===== src/pkg/rcs_pkg.sv =====
// Constants and types shared by the reset cause and initial state logic
package rcs_pkg;

  // ****************************************
  // Register offsets (byte addresses)
  // ****************************************
  localparam logic [7:0] RCS_OFF_STATUS = 8'h00;
  localparam logic [7:0] RCS_OFF_WDT_CTRL = 8'h04;
  localparam logic [7:0] RCS_OFF_LVL_SEL = 8'h08;
  localparam logic [7:0] RCS_OFF_PORT_DIR = 8'h0c;
  localparam logic [7:0] RCS_OFF_RST_FLAGS = 8'h10;
  localparam logic [7:0] RCS_OFF_CAUSE = 8'h14;
  localparam logic [7:0] RCS_OFF_IRQ_STAT = 8'h18;
  localparam logic [7:0] RCS_OFF_IRQ_CLR = 8'h1c;
  localparam logic [7:0] RCS_OFF_IRQ_EN = 8'h20;

  // ****************************************
  // Initial values
  // ****************************************
  localparam logic [7:0] RCS_WDT_CTRL_INIT = 8'h53;
  localparam logic [7:0] RCS_LVL_SEL_INIT = 8'h55;
  localparam logic [7:0] RCS_PORT_DIR_INIT = 8'hff;

  // ****************************************
  // Field layouts and codes
  // ****************************************
  localparam int RCS_WEN_MSB = 7;
  localparam int RCS_WEN_LSB = 3;
  localparam logic [4:0] RCS_WEN_ENABLE = 5'h0a;
  localparam logic [4:0] RCS_WEN_DISABLE = 5'h15;
  localparam logic [7:0] RCS_LVL_CODE_0 = 8'h55;
  localparam logic [7:0] RCS_LVL_CODE_1 = 8'h33;
  localparam logic [7:0] RCS_LVL_CODE_2 = 8'h99;
  localparam logic [7:0] RCS_LVL_CODE_3 = 8'haa;

  localparam int RCS_ST_TIMEOUT = 0;
  localparam int RCS_ST_POWERDOWN = 1;
  localparam int RCS_FL_WDT_SW = 0;
  localparam int RCS_FL_LVL_SW = 1;
  localparam int RCS_FL_BROWNOUT = 2;
  localparam int RCS_NUM_FLAGS = 3;

  localparam int RCS_EV_POR = 0;
  localparam int RCS_EV_BROWNOUT = 1;
  localparam int RCS_EV_WDT_RUN = 2;
  localparam int RCS_EV_WDT_SLEEP = 3;
  localparam int RCS_EV_SW_RESET = 4;
  localparam int RCS_NUM_EVENTS = 5;

  // ****************************************
  // Timing
  // ****************************************
  // Slow rises counted before the invalid-code reset; it fires on the next rise.
  // The first rise may come at once, so the delay lands between 2 and 3 periods.
  localparam logic [1:0] RCS_SW_RST_LOW_SPEED_INTERNAL_OSC_CYC = 2'h2;

  // ****************************************
  // Reset cause selector
  // ****************************************
  typedef enum logic [4:0] {
    RCS_CAUSE_NONE = 5'b00001,
    RCS_CAUSE_POR = 5'b00010,
    RCS_CAUSE_BROWNOUT = 5'b00100,
    RCS_CAUSE_WDT_RUN = 5'b01000,
    RCS_CAUSE_WDT_SLEEP = 5'b10000
  } rcs_cause_t;

endpackage


===== src/logic/rcs_sync3.sv =====
// Three-stage synchroniser; output follows once the last two stages agree
`timescale 1ns/1ps
`default_nettype none
module rcs_sync3 #(
  parameter int WIDTH = 1
) (
  input wire logic i_mclk,
  input wire logic i_rst_n,
  input wire logic [WIDTH-1:0] i_async,
  output logic [WIDTH-1:0] o_level
);

  logic [WIDTH-1:0] s1_reg;
  logic [WIDTH-1:0] s2_reg;
  logic [WIDTH-1:0] s3_reg;
  logic [WIDTH-1:0] lvl_reg;
  logic [WIDTH-1:0] lvl_next;

  // Stage one feeds stage two only
  always_comb begin
    lvl_next = (s2_reg & s3_reg) | (lvl_reg & (s2_reg | s3_reg));
  end

  always_ff @(posedge i_mclk or negedge i_rst_n) begin
    if (!i_rst_n) begin
      s1_reg <= '0;
      s2_reg <= '0;
      s3_reg <= '0;
      lvl_reg <= '0;
    end else begin
      s1_reg <= i_async;
      s2_reg <= s1_reg;
      s3_reg <= s2_reg;
      lvl_reg <= lvl_next;
    end
  end

  assign o_level = lvl_reg;

endmodule // rcs_sync3
`default_nettype wire


===== src/logic/rcs_reset_seq.sv =====
// Reset cause resolution, status flags and initial register values
//
// The implementer's own choices: the address map and the AHB-Lite interface to the registers.
`timescale 1ns/1ps
`default_nettype none
// What this block does
// Running watchdog expiry acts like brown-out, but sets the time-out flag.
// Sleeping watchdog expiry clears program counter and stack pointer, sets time-out.
// Power-on reset clears time-out and power-down flags.
// Brown-out reset keeps both flags unchanged.
// Running watchdog reset sets time-out, keeps power-down.
// Sleeping watchdog reset sets time-out and power-down.
// Power-on zeroes program counter, disables interrupts, sets stack pointer top.
// Power-on clears the watchdog counter and restarts it.
// Power-on switches every timer off.
// Power-on loads port direction to all ones, making pins inputs.
// Full resets load watchdog control 0x53 and level select 0x55; sleep keeps them.
// Cause resolves to one selector: power-on over brown-out over watchdog.
// Bad watchdog enable code resets after 2 to 3 slow oscillator cycles.
// Bad level select resets, restores its initial value, sets its flag.
module rcs_reset_seq
  import rcs_pkg::*;
#(
  parameter int DIR_W = 8
) (
  input wire logic i_mclk,
  input wire logic i_rst_n,
  input wire logic i_hsel,
  input wire logic [31:0] i_haddr,
  input wire logic [1:0] i_htrans,
  input wire logic i_hwrite,
  input wire logic [2:0] i_hsize,
  input wire logic [31:0] i_hwdata,
  input wire logic i_hready,
  output logic o_hreadyout,
  output logic o_hresp,
  output logic [31:0] o_hrdata,
  input wire logic i_power_on,
  input wire logic i_brownout,
  input wire logic i_wdt_expire,
  input wire logic i_low_speed_internal_osc,
  input wire logic i_sleeping,
  input wire logic i_halt,
  input wire logic i_clr_wdt,
  output logic o_pc_sp_clear,
  output logic o_core_init,
  output logic o_wdt_restart,
  output logic o_timeout_flag,
  output logic o_powerdown_flag,
  output logic o_wdt_enabled,
  output logic [7:0] o_watchdog_control,
  output logic [7:0] o_brownout_level_select,
  output logic [DIR_W-1:0] o_port_a_direction,
  output logic [4:0] o_cause,
  output logic o_irq
);

  // ****************************************
  // Helpers
  // ****************************************
  function automatic logic lvl_code_ok(input logic [7:0] v);
    lvl_code_ok = (v == RCS_LVL_CODE_0) || (v == RCS_LVL_CODE_1) ||
                  (v == RCS_LVL_CODE_2) || (v == RCS_LVL_CODE_3);
  endfunction

  function automatic logic wen_code_ok(input logic [7:0] v);
    wen_code_ok = (v[RCS_WEN_MSB:RCS_WEN_LSB] == RCS_WEN_ENABLE) ||
                  (v[RCS_WEN_MSB:RCS_WEN_LSB] == RCS_WEN_DISABLE);
  endfunction

  // ****************************************
  // Pin inputs and edge detection
  // ****************************************
  logic [3:0] pin_lvl;
  logic [3:0] pin_prev_reg;
  logic [3:0] pin_prev_next;
  logic [3:0] pin_rise;

  rcs_sync3 #(.WIDTH(4)) u_sync (
    .i_mclk(i_mclk),
    .i_rst_n(i_rst_n),
    .i_async({i_low_speed_internal_osc, i_wdt_expire, i_brownout, i_power_on}),
    .o_level(pin_lvl)
  );

  always_comb begin
    pin_prev_next = pin_lvl;
    pin_rise = pin_lvl & ~pin_prev_reg;
  end

  always_ff @(posedge i_mclk or negedge i_rst_n) begin
    if (!i_rst_n) begin
      pin_prev_reg <= '0;
    end else begin
      pin_prev_reg <= pin_prev_next;
    end
  end

  // ****************************************
  // Invalid code watch on the slow oscillator
  // ****************************************
  logic [7:0] wctl_reg;
  logic [7:0] lvl_reg;
  logic [1:0] low_speed_internal_osc_cnt_reg;
  logic [1:0] low_speed_internal_osc_cnt_next;
  logic wen_bad;
  logic lvl_bad;
  logic sw_evt;

  always_comb begin
    wen_bad = !wen_code_ok(wctl_reg);
    lvl_bad = !lvl_code_ok(lvl_reg);
    low_speed_internal_osc_cnt_next = low_speed_internal_osc_cnt_reg;
    sw_evt = 1'b0;
    if (!(wen_bad || lvl_bad)) begin
      low_speed_internal_osc_cnt_next = '0;
    end else if (pin_rise[3]) begin
      if (low_speed_internal_osc_cnt_reg == RCS_SW_RST_LOW_SPEED_INTERNAL_OSC_CYC) begin
        sw_evt = 1'b1;
        low_speed_internal_osc_cnt_next = '0;
      end else begin
        low_speed_internal_osc_cnt_next = low_speed_internal_osc_cnt_reg + 2'h1;
      end
    end
  end

  always_ff @(posedge i_mclk or negedge i_rst_n) begin
    if (!i_rst_n) begin
      low_speed_internal_osc_cnt_reg <= '0;
    end else begin
      low_speed_internal_osc_cnt_reg <= low_speed_internal_osc_cnt_next;
    end
  end

  // ****************************************
  // Cause selector
  // ****************************************
  rcs_cause_t cause;

  always_comb begin
    if (pin_rise[0]) begin
      cause = RCS_CAUSE_POR;
    end else if (pin_rise[1] || sw_evt) begin
      cause = RCS_CAUSE_BROWNOUT;
    end else if (pin_rise[2]) begin
      cause = i_sleeping ? RCS_CAUSE_WDT_SLEEP : RCS_CAUSE_WDT_RUN;
    end else begin
      cause = RCS_CAUSE_NONE;
    end
  end

  // ****************************************
  // Bus slave: one wait state on every access
  // ****************************************
  logic dph_reg;
  logic dph_next;
  logic ack_reg;
  logic ack_next;
  logic wr_reg;
  logic wr_next;
  logic [7:0] addr_reg;
  logic [7:0] addr_next;
  logic [31:0] rdata_reg;
  logic [31:0] rdata_next;
  logic take;
  logic do_wr;

  always_comb begin
    take = i_hsel && i_htrans[1] && i_hready;
    dph_next = dph_reg;
    ack_next = 1'b0;
    wr_next = wr_reg;
    addr_next = addr_reg;
    if (dph_reg && !ack_reg) begin
      ack_next = 1'b1;
    end else if (take) begin
      dph_next = 1'b1;
      wr_next = i_hwrite;
      addr_next = i_haddr[7:0];
    end else if (ack_reg) begin
      dph_next = 1'b0;
    end
    do_wr = dph_reg && !ack_reg && wr_reg;
  end

  always_ff @(posedge i_mclk or negedge i_rst_n) begin
    if (!i_rst_n) begin
      dph_reg <= 1'b0;
      ack_reg <= 1'b0;
      wr_reg <= 1'b0;
      addr_reg <= '0;
      rdata_reg <= '0;
    end else begin
      dph_reg <= dph_next;
      ack_reg <= ack_next;
      wr_reg <= wr_next;
      addr_reg <= addr_next;
      rdata_reg <= rdata_next;
    end
  end

  // ****************************************
  // Control, flags and initial values
  // ****************************************
  logic [7:0] wctl_next;
  logic [7:0] lvl_next;
  logic [DIR_W-1:0] dir_reg;
  logic [DIR_W-1:0] dir_next;
  logic to_reg;
  logic to_next;
  logic pd_reg;
  logic pd_next;
  logic [RCS_NUM_FLAGS-1:0] fl_reg;
  logic [RCS_NUM_FLAGS-1:0] fl_next;
  logic [4:0] cause_reg;
  logic [4:0] cause_next;
  logic [RCS_NUM_EVENTS-1:0] ist_reg;
  logic [RCS_NUM_EVENTS-1:0] ist_next;
  logic [RCS_NUM_EVENTS-1:0] ien_reg;
  logic [RCS_NUM_EVENTS-1:0] ien_next;
  logic [RCS_NUM_EVENTS-1:0] ev;
  logic pcsp_reg;
  logic pcsp_next;
  logic init_reg;
  logic init_next;
  logic wrst_reg;
  logic wrst_next;
  logic full_rst;

  always_comb begin
    wctl_next = wctl_reg;
    lvl_next = lvl_reg;
    dir_next = dir_reg;
    to_next = to_reg;
    pd_next = pd_reg;
    fl_next = fl_reg;
    ien_next = ien_reg;
    ist_next = ist_reg;
    cause_next = cause_reg;
    // Software writes first so that any full reset below overrides those to control, level select and direction
    if (do_wr) begin
      if (addr_reg == RCS_OFF_WDT_CTRL) begin
        wctl_next = i_hwdata[7:0];
      end else if (addr_reg == RCS_OFF_LVL_SEL) begin
        lvl_next = i_hwdata[7:0];
      end else if (addr_reg == RCS_OFF_PORT_DIR) begin
        dir_next = i_hwdata[DIR_W-1:0];
      end else if (addr_reg == RCS_OFF_RST_FLAGS) begin
        // Flags clear only where a zero is written
        fl_next = fl_reg & i_hwdata[RCS_NUM_FLAGS-1:0];
      end else if (addr_reg == RCS_OFF_IRQ_CLR) begin
        ist_next = ist_reg & ~i_hwdata[RCS_NUM_EVENTS-1:0];
      end else if (addr_reg == RCS_OFF_IRQ_EN) begin
        ien_next = i_hwdata[RCS_NUM_EVENTS-1:0];
      end
    end
    if (i_clr_wdt) begin
      to_next = 1'b0;
      pd_next = 1'b0;
    end
    if (i_halt) begin
      pd_next = 1'b1;
    end
    full_rst = (cause == RCS_CAUSE_POR) || (cause == RCS_CAUSE_BROWNOUT) ||
               (cause == RCS_CAUSE_WDT_RUN);
    pcsp_next = (cause != RCS_CAUSE_NONE);
    init_next = full_rst;
    wrst_next = full_rst;
    if (cause != RCS_CAUSE_NONE) begin
      cause_next = cause;
    end
    if (full_rst) begin
      wctl_next = RCS_WDT_CTRL_INIT;
      lvl_next = RCS_LVL_SEL_INIT;
      dir_next = {DIR_W{1'b1}};
    end
    case (cause)
      RCS_CAUSE_POR: begin
        to_next = 1'b0;
        pd_next = 1'b0;
      end
      RCS_CAUSE_BROWNOUT: begin
        to_next = to_reg;
        pd_next = pd_reg;
      end
      RCS_CAUSE_WDT_RUN: begin
        to_next = 1'b1;
        pd_next = pd_reg;
      end
      RCS_CAUSE_WDT_SLEEP: begin
        to_next = 1'b1;
        pd_next = 1'b1;
      end
      default: begin
      end
    endcase
    // Hardware sets win over a software clear in the same cycle
    if (sw_evt && wen_bad) begin
      fl_next[RCS_FL_WDT_SW] = 1'b1;
    end
    if (sw_evt && lvl_bad) begin
      fl_next[RCS_FL_LVL_SW] = 1'b1;
    end
    if (cause == RCS_CAUSE_BROWNOUT && pin_rise[1]) begin
      fl_next[RCS_FL_BROWNOUT] = 1'b1;
    end
    ev = '0;
    ev[RCS_EV_POR] = (cause == RCS_CAUSE_POR);
    ev[RCS_EV_BROWNOUT] = (cause == RCS_CAUSE_BROWNOUT) && pin_rise[1];
    ev[RCS_EV_WDT_RUN] = (cause == RCS_CAUSE_WDT_RUN);
    ev[RCS_EV_WDT_SLEEP] = (cause == RCS_CAUSE_WDT_SLEEP);
    ev[RCS_EV_SW_RESET] = (cause == RCS_CAUSE_BROWNOUT) && sw_evt;
    ist_next = ist_next | ev;
  end

  // Power-up values match the power-on selection above
  always_ff @(posedge i_mclk or negedge i_rst_n) begin
    if (!i_rst_n) begin
      wctl_reg <= RCS_WDT_CTRL_INIT;
      lvl_reg <= RCS_LVL_SEL_INIT;
      dir_reg <= {DIR_W{1'b1}};
      to_reg <= 1'b0;
      pd_reg <= 1'b0;
      fl_reg <= '0;
      ien_reg <= '0;
      ist_reg <= '0;
      cause_reg <= RCS_CAUSE_POR;
      pcsp_reg <= 1'b0;
      init_reg <= 1'b0;
      wrst_reg <= 1'b0;
    end else begin
      wctl_reg <= wctl_next;
      lvl_reg <= lvl_next;
      dir_reg <= dir_next;
      to_reg <= to_next;
      pd_reg <= pd_next;
      fl_reg <= fl_next;
      ien_reg <= ien_next;
      ist_reg <= ist_next;
      cause_reg <= cause_next;
      pcsp_reg <= pcsp_next;
      init_reg <= init_next;
      wrst_reg <= wrst_next;
    end
  end

  // ****************************************
  // Read data
  // ****************************************
  always_comb begin
    rdata_next = rdata_reg;
    if (dph_reg && !ack_reg && !wr_reg) begin
      rdata_next = '0;
      if (addr_reg == RCS_OFF_STATUS) begin
        rdata_next[RCS_ST_TIMEOUT] = to_reg;
        rdata_next[RCS_ST_POWERDOWN] = pd_reg;
      end else if (addr_reg == RCS_OFF_WDT_CTRL) begin
        rdata_next[7:0] = wctl_reg;
      end else if (addr_reg == RCS_OFF_LVL_SEL) begin
        rdata_next[7:0] = lvl_reg;
      end else if (addr_reg == RCS_OFF_PORT_DIR) begin
        rdata_next[DIR_W-1:0] = dir_reg;
      end else if (addr_reg == RCS_OFF_RST_FLAGS) begin
        rdata_next[RCS_NUM_FLAGS-1:0] = fl_reg;
      end else if (addr_reg == RCS_OFF_CAUSE) begin
        rdata_next[4:0] = cause_reg;
      end else if (addr_reg == RCS_OFF_IRQ_STAT) begin
        rdata_next[RCS_NUM_EVENTS-1:0] = ist_reg;
      end else if (addr_reg == RCS_OFF_IRQ_EN) begin
        rdata_next[RCS_NUM_EVENTS-1:0] = ien_reg;
      end
    end
  end

  // ****************************************
  // Outputs
  // ****************************************
  assign o_hreadyout = !(dph_reg && !ack_reg);
  assign o_hresp = 1'b0;
  assign o_hrdata = rdata_reg;
  assign o_pc_sp_clear = pcsp_reg;
  assign o_core_init = init_reg;
  assign o_wdt_restart = wrst_reg;
  assign o_timeout_flag = to_reg;
  assign o_powerdown_flag = pd_reg;
  assign o_wdt_enabled = (wctl_reg[RCS_WEN_MSB:RCS_WEN_LSB] == RCS_WEN_ENABLE);
  assign o_watchdog_control = wctl_reg;
  assign o_brownout_level_select = lvl_reg;
  assign o_port_a_direction = dir_reg;
  assign o_cause = cause_reg;
  assign o_irq = |(ist_reg & ien_reg);

endmodule // rcs_reset_seq
`default_nettype wire


===== config.mk =====
export PLATFORM = sky130hd
export DESIGN_NAME = rcs_reset_seq
export DESIGN_NICKNAME = d
export VERILOG_FILES = /design/src/pkg/rcs_pkg.sv /design/src/logic/rcs_sync3.sv /design/src/logic/rcs_reset_seq.sv
export SDC_FILE = /design/constraint.sdc
export NUM_CORES = 1
export LEC_CHECK = 0
export BUFFER_PORTS_ARGS = -buffer_cell sky130_fd_sc_hd__buf_4
export CORE_MARGIN = 8
export CORE_UTILIZATION = 50
export DETAILED_ROUTE_END_ITERATION = 6
export PLACE_DENSITY = 0.88
export SYNTH_ARGS = -nofsm -noshare
export SYNTH_HDL_FRONTEND = slang
export SYNTH_SLANG_ARGS = --single-unit

===== constraint.sdc =====
create_clock -name i_mclk -period 2.92 [get_ports i_mclk]
set_clock_uncertainty 0.2 [all_clocks]
set_input_delay 0.438 -clock i_mclk [delete_from_list [all_inputs] [get_ports i_mclk]]
set_output_delay 0.438 -clock i_mclk [all_outputs]
set_load 0.01 [all_outputs]

==> summary.txt <==
hpwl dp: 8315 um
Worst Path Required: 2.99 ns
Slew headroom: 0.3022
layout cell share with drive strength beyond 1: 0.3148
worst min path class: input port to async pin
Top Ports: 151
R2R depth: 6
largest net degree at the start of global routing: 86
Pwr Total: 0.003385 W
Clock Latency Late Sink: 0.35 ns
Worst-path clk slew: 0.09 ns
critical path launch point: o_watchdog_control[4]
root buf cell: clkbuf_8
Port Buffer Count: 73
top_reg_cell synth: dfrtp_1
Die Wd: 107.9 um
Setup TNS: 0 ns
Leak: 2.272 nW
Max Slew Vio Count: 0
antenna violations before repair: 0
max cap viols: 0
Worst-Margin Slew: 1.047 ns
Die ar.: 11650 sq um
#FFs+latches synth: 87
Ys Warns: 0
Final Hold Viols: 0
Tot GR Track Use: 0.1914
Post-synth top cells: dfrtp_1 (70), nand2_1 (30), buf_4 (27), mux2i_1 (27), nor2_1 (21)
top cell type's share of synthesized area: 0.4146
top post-synthesis cells by area: dfrtp_1 (41%), dfstp_2 (11%), mux2i_1 (6.4%)
non-filler instance count after layout: 572
RSZ-0062 raised after global routing: no
total core area: 8217 sq um
Nets: 543
ys async rst share: 1.000
DR vias: 3334
period utilisation layout: 0.8731
Crit Path Class: flip-flop to flip-flop
cell taking the most area after synthesis: dfrtp_1
number of enable flip-flop cells after synthesis: 0
end-of-flow core utilization: 0.6161
Reg2Reg Launch Point: o_watchdog_control[4]
busiest layer in global routing: met2
Synth Instances: 379
critical path endpoint: o_port_a_direction[4]
number of global-route vias before repair: 3297
Placed Cells: 552
Vias/cell: 5.829
GP Congestion: 0.9588
cts repair resizes: 0
WL final: 11160 um
power per cell area: 668.7 nW/um^2
reg2reg end: o_port_a_direction[4]
met1 GRT Util: 0.2467
GR Layer Usage met2: 0.3083
GRT met3 Usage: 0.04012
clk sinks: 87
Worst VDD drop: 0.3822 mV
total grt overflow: 0
sequential area share after synthesis: 0.5203
most common cell in the netlist: dfrtp_1
first-pass GRT wire length: 17570 um
final setup vio count: 0
# diodes: 0
Final ANT Viol Nets: 0
Initial DRC Count: 243
Final WS setup: 0.3707 ns
TritonRoute pass-1 iters: 5
WL/cell: 19.51 um
Post-Syn Area per Cell: 11.15 sq um
Synth cell types: 67
startpoint types: flip-flop
Setup WS pre-CTS: 0.4009 ns
FF-to-FF setup slack: 0.37 ns
Residual DRC: 0
Worst Path Arrival: 2.62 ns
area grow syn2layout: 19.81%
Die Ht: 107.9 um
initial core utilization: 0.5142
outcome: finished clean
CTS tree: yes
Clock Tree Buf Depth: 2
Worst Setup End Kind: flip-flop
mapped cell area: 4225 sq um
Cell Rows: 33
H-tree depth: 3
Max FO, Critical Path: 13
minimum clock period: 2.549 ns
f_max: 392.3 MHz
total CTS buffers: 9
[timing repair]
action	4_1_cts	5_1_grt
hold buffers	4	0
setup buffers	0	0
endpoints found under the hold margin	4	0
[per-stage QoR]
stage / hold slack (ns) / cell area (sq um)
2_1_floorplan: -0.05759 / 4315
3_3_place_gp: 0.1324 / 4800
3_5_place_dp: 0.1403 / 4800
4_1_cts: 0.1023 / 5062
5_1_grt: 0.09993 / 5062
6_report: 0.05578 / 5062
[logic make-up (layout without fill, tap and decap cells)]
logic type	after synthesis	count (layout)	share of synthesized area
multiplexers	42	42	0.1039
other	1	25	0.0008875
flip-flops	87	87	0.5203
adder cells (fa/ha/maj)	4	4	0.009476
AND/OR/NAND/NOR	125	125	0.1617
AO/OA/AOI/OAI	79	79	0.1389
buffers and inverters	41	105	0.06485
[routing by layer]
layer	wire, um	vias to the layer above
met5	0	-
met4	254	0
met3	889	27
met2	5365	154
met1	4649	1645
li1	-	1508
[power by group]
part	switching (W)	total, W	internal, W
clock network	0.000436	0.000948	0.000512
logic	0.000463	0.000862	0.000399
registers	0.000201	0.00158	0.00137
[cell type report]
class | instances | area, sq um
clock inverter | 4 | 77.57
sequential | 87 | 2198
tap | 105 | 131.4
clock buffer | 12 | 145.1
multi-input combinational | 275 | 1843
timing repair buffer | 86 | 655.6
fill | 676 | 3154
inverter | 3 | 11.26
[worst max-delay path, stage by stage, from the launching register on]
cell,delay [ns]
dfstp_2,0.60
and4bb_2,0.27
mux2i_1,0.15
or4b_4,0.59
a21oi_4,0.30
buf_4,0.26
nand3_1,0.11
[placed cells by master, fill, tap and decap left out, types with 3 or more instances in the layout]
cell type      count
a211oi_1           3
mux2_2            15
conb_1            25
a21oi_1           17
maj3_1             4
a2bb2oi_1          3
nand3_1           19
dfstp_2           17
o31ai_1            3
dlygate4sd3_1      4
a22oi_1            6
clkbuf_8          10
o21ai_0           10
inv_1              3
nand2b_1           9
nand2_1           30
nor2_1            21
a22o_1             6
and2_1             4
mux2i_1           27
nor2b_1            5
a31o_2             3
buf_4             82
nor3_1            13
dfrtp_1           70
and4bb_2           3
a221oi_1           3
o2bb2ai_1          5
[worst min path at each step]
stage / from / endpoint / slack, ns
final: i_rst_n / u_sync.s1_reg[3] / 0.06
after global placement: u_sync.s1_reg[2] / u_sync.s2_reg[2] / 0.13
after detailed placement: u_sync.s1_reg[1] / u_sync.s2_reg[1] / 0.14
after global routing: i_haddr[5] / addr_reg[5] / 0.1
after CTS: i_rst_n / o_wdt_restart / 0.10
after floorplan: i_rst_n / ack_reg / -0.06
(Power assumes the default switching activity.)
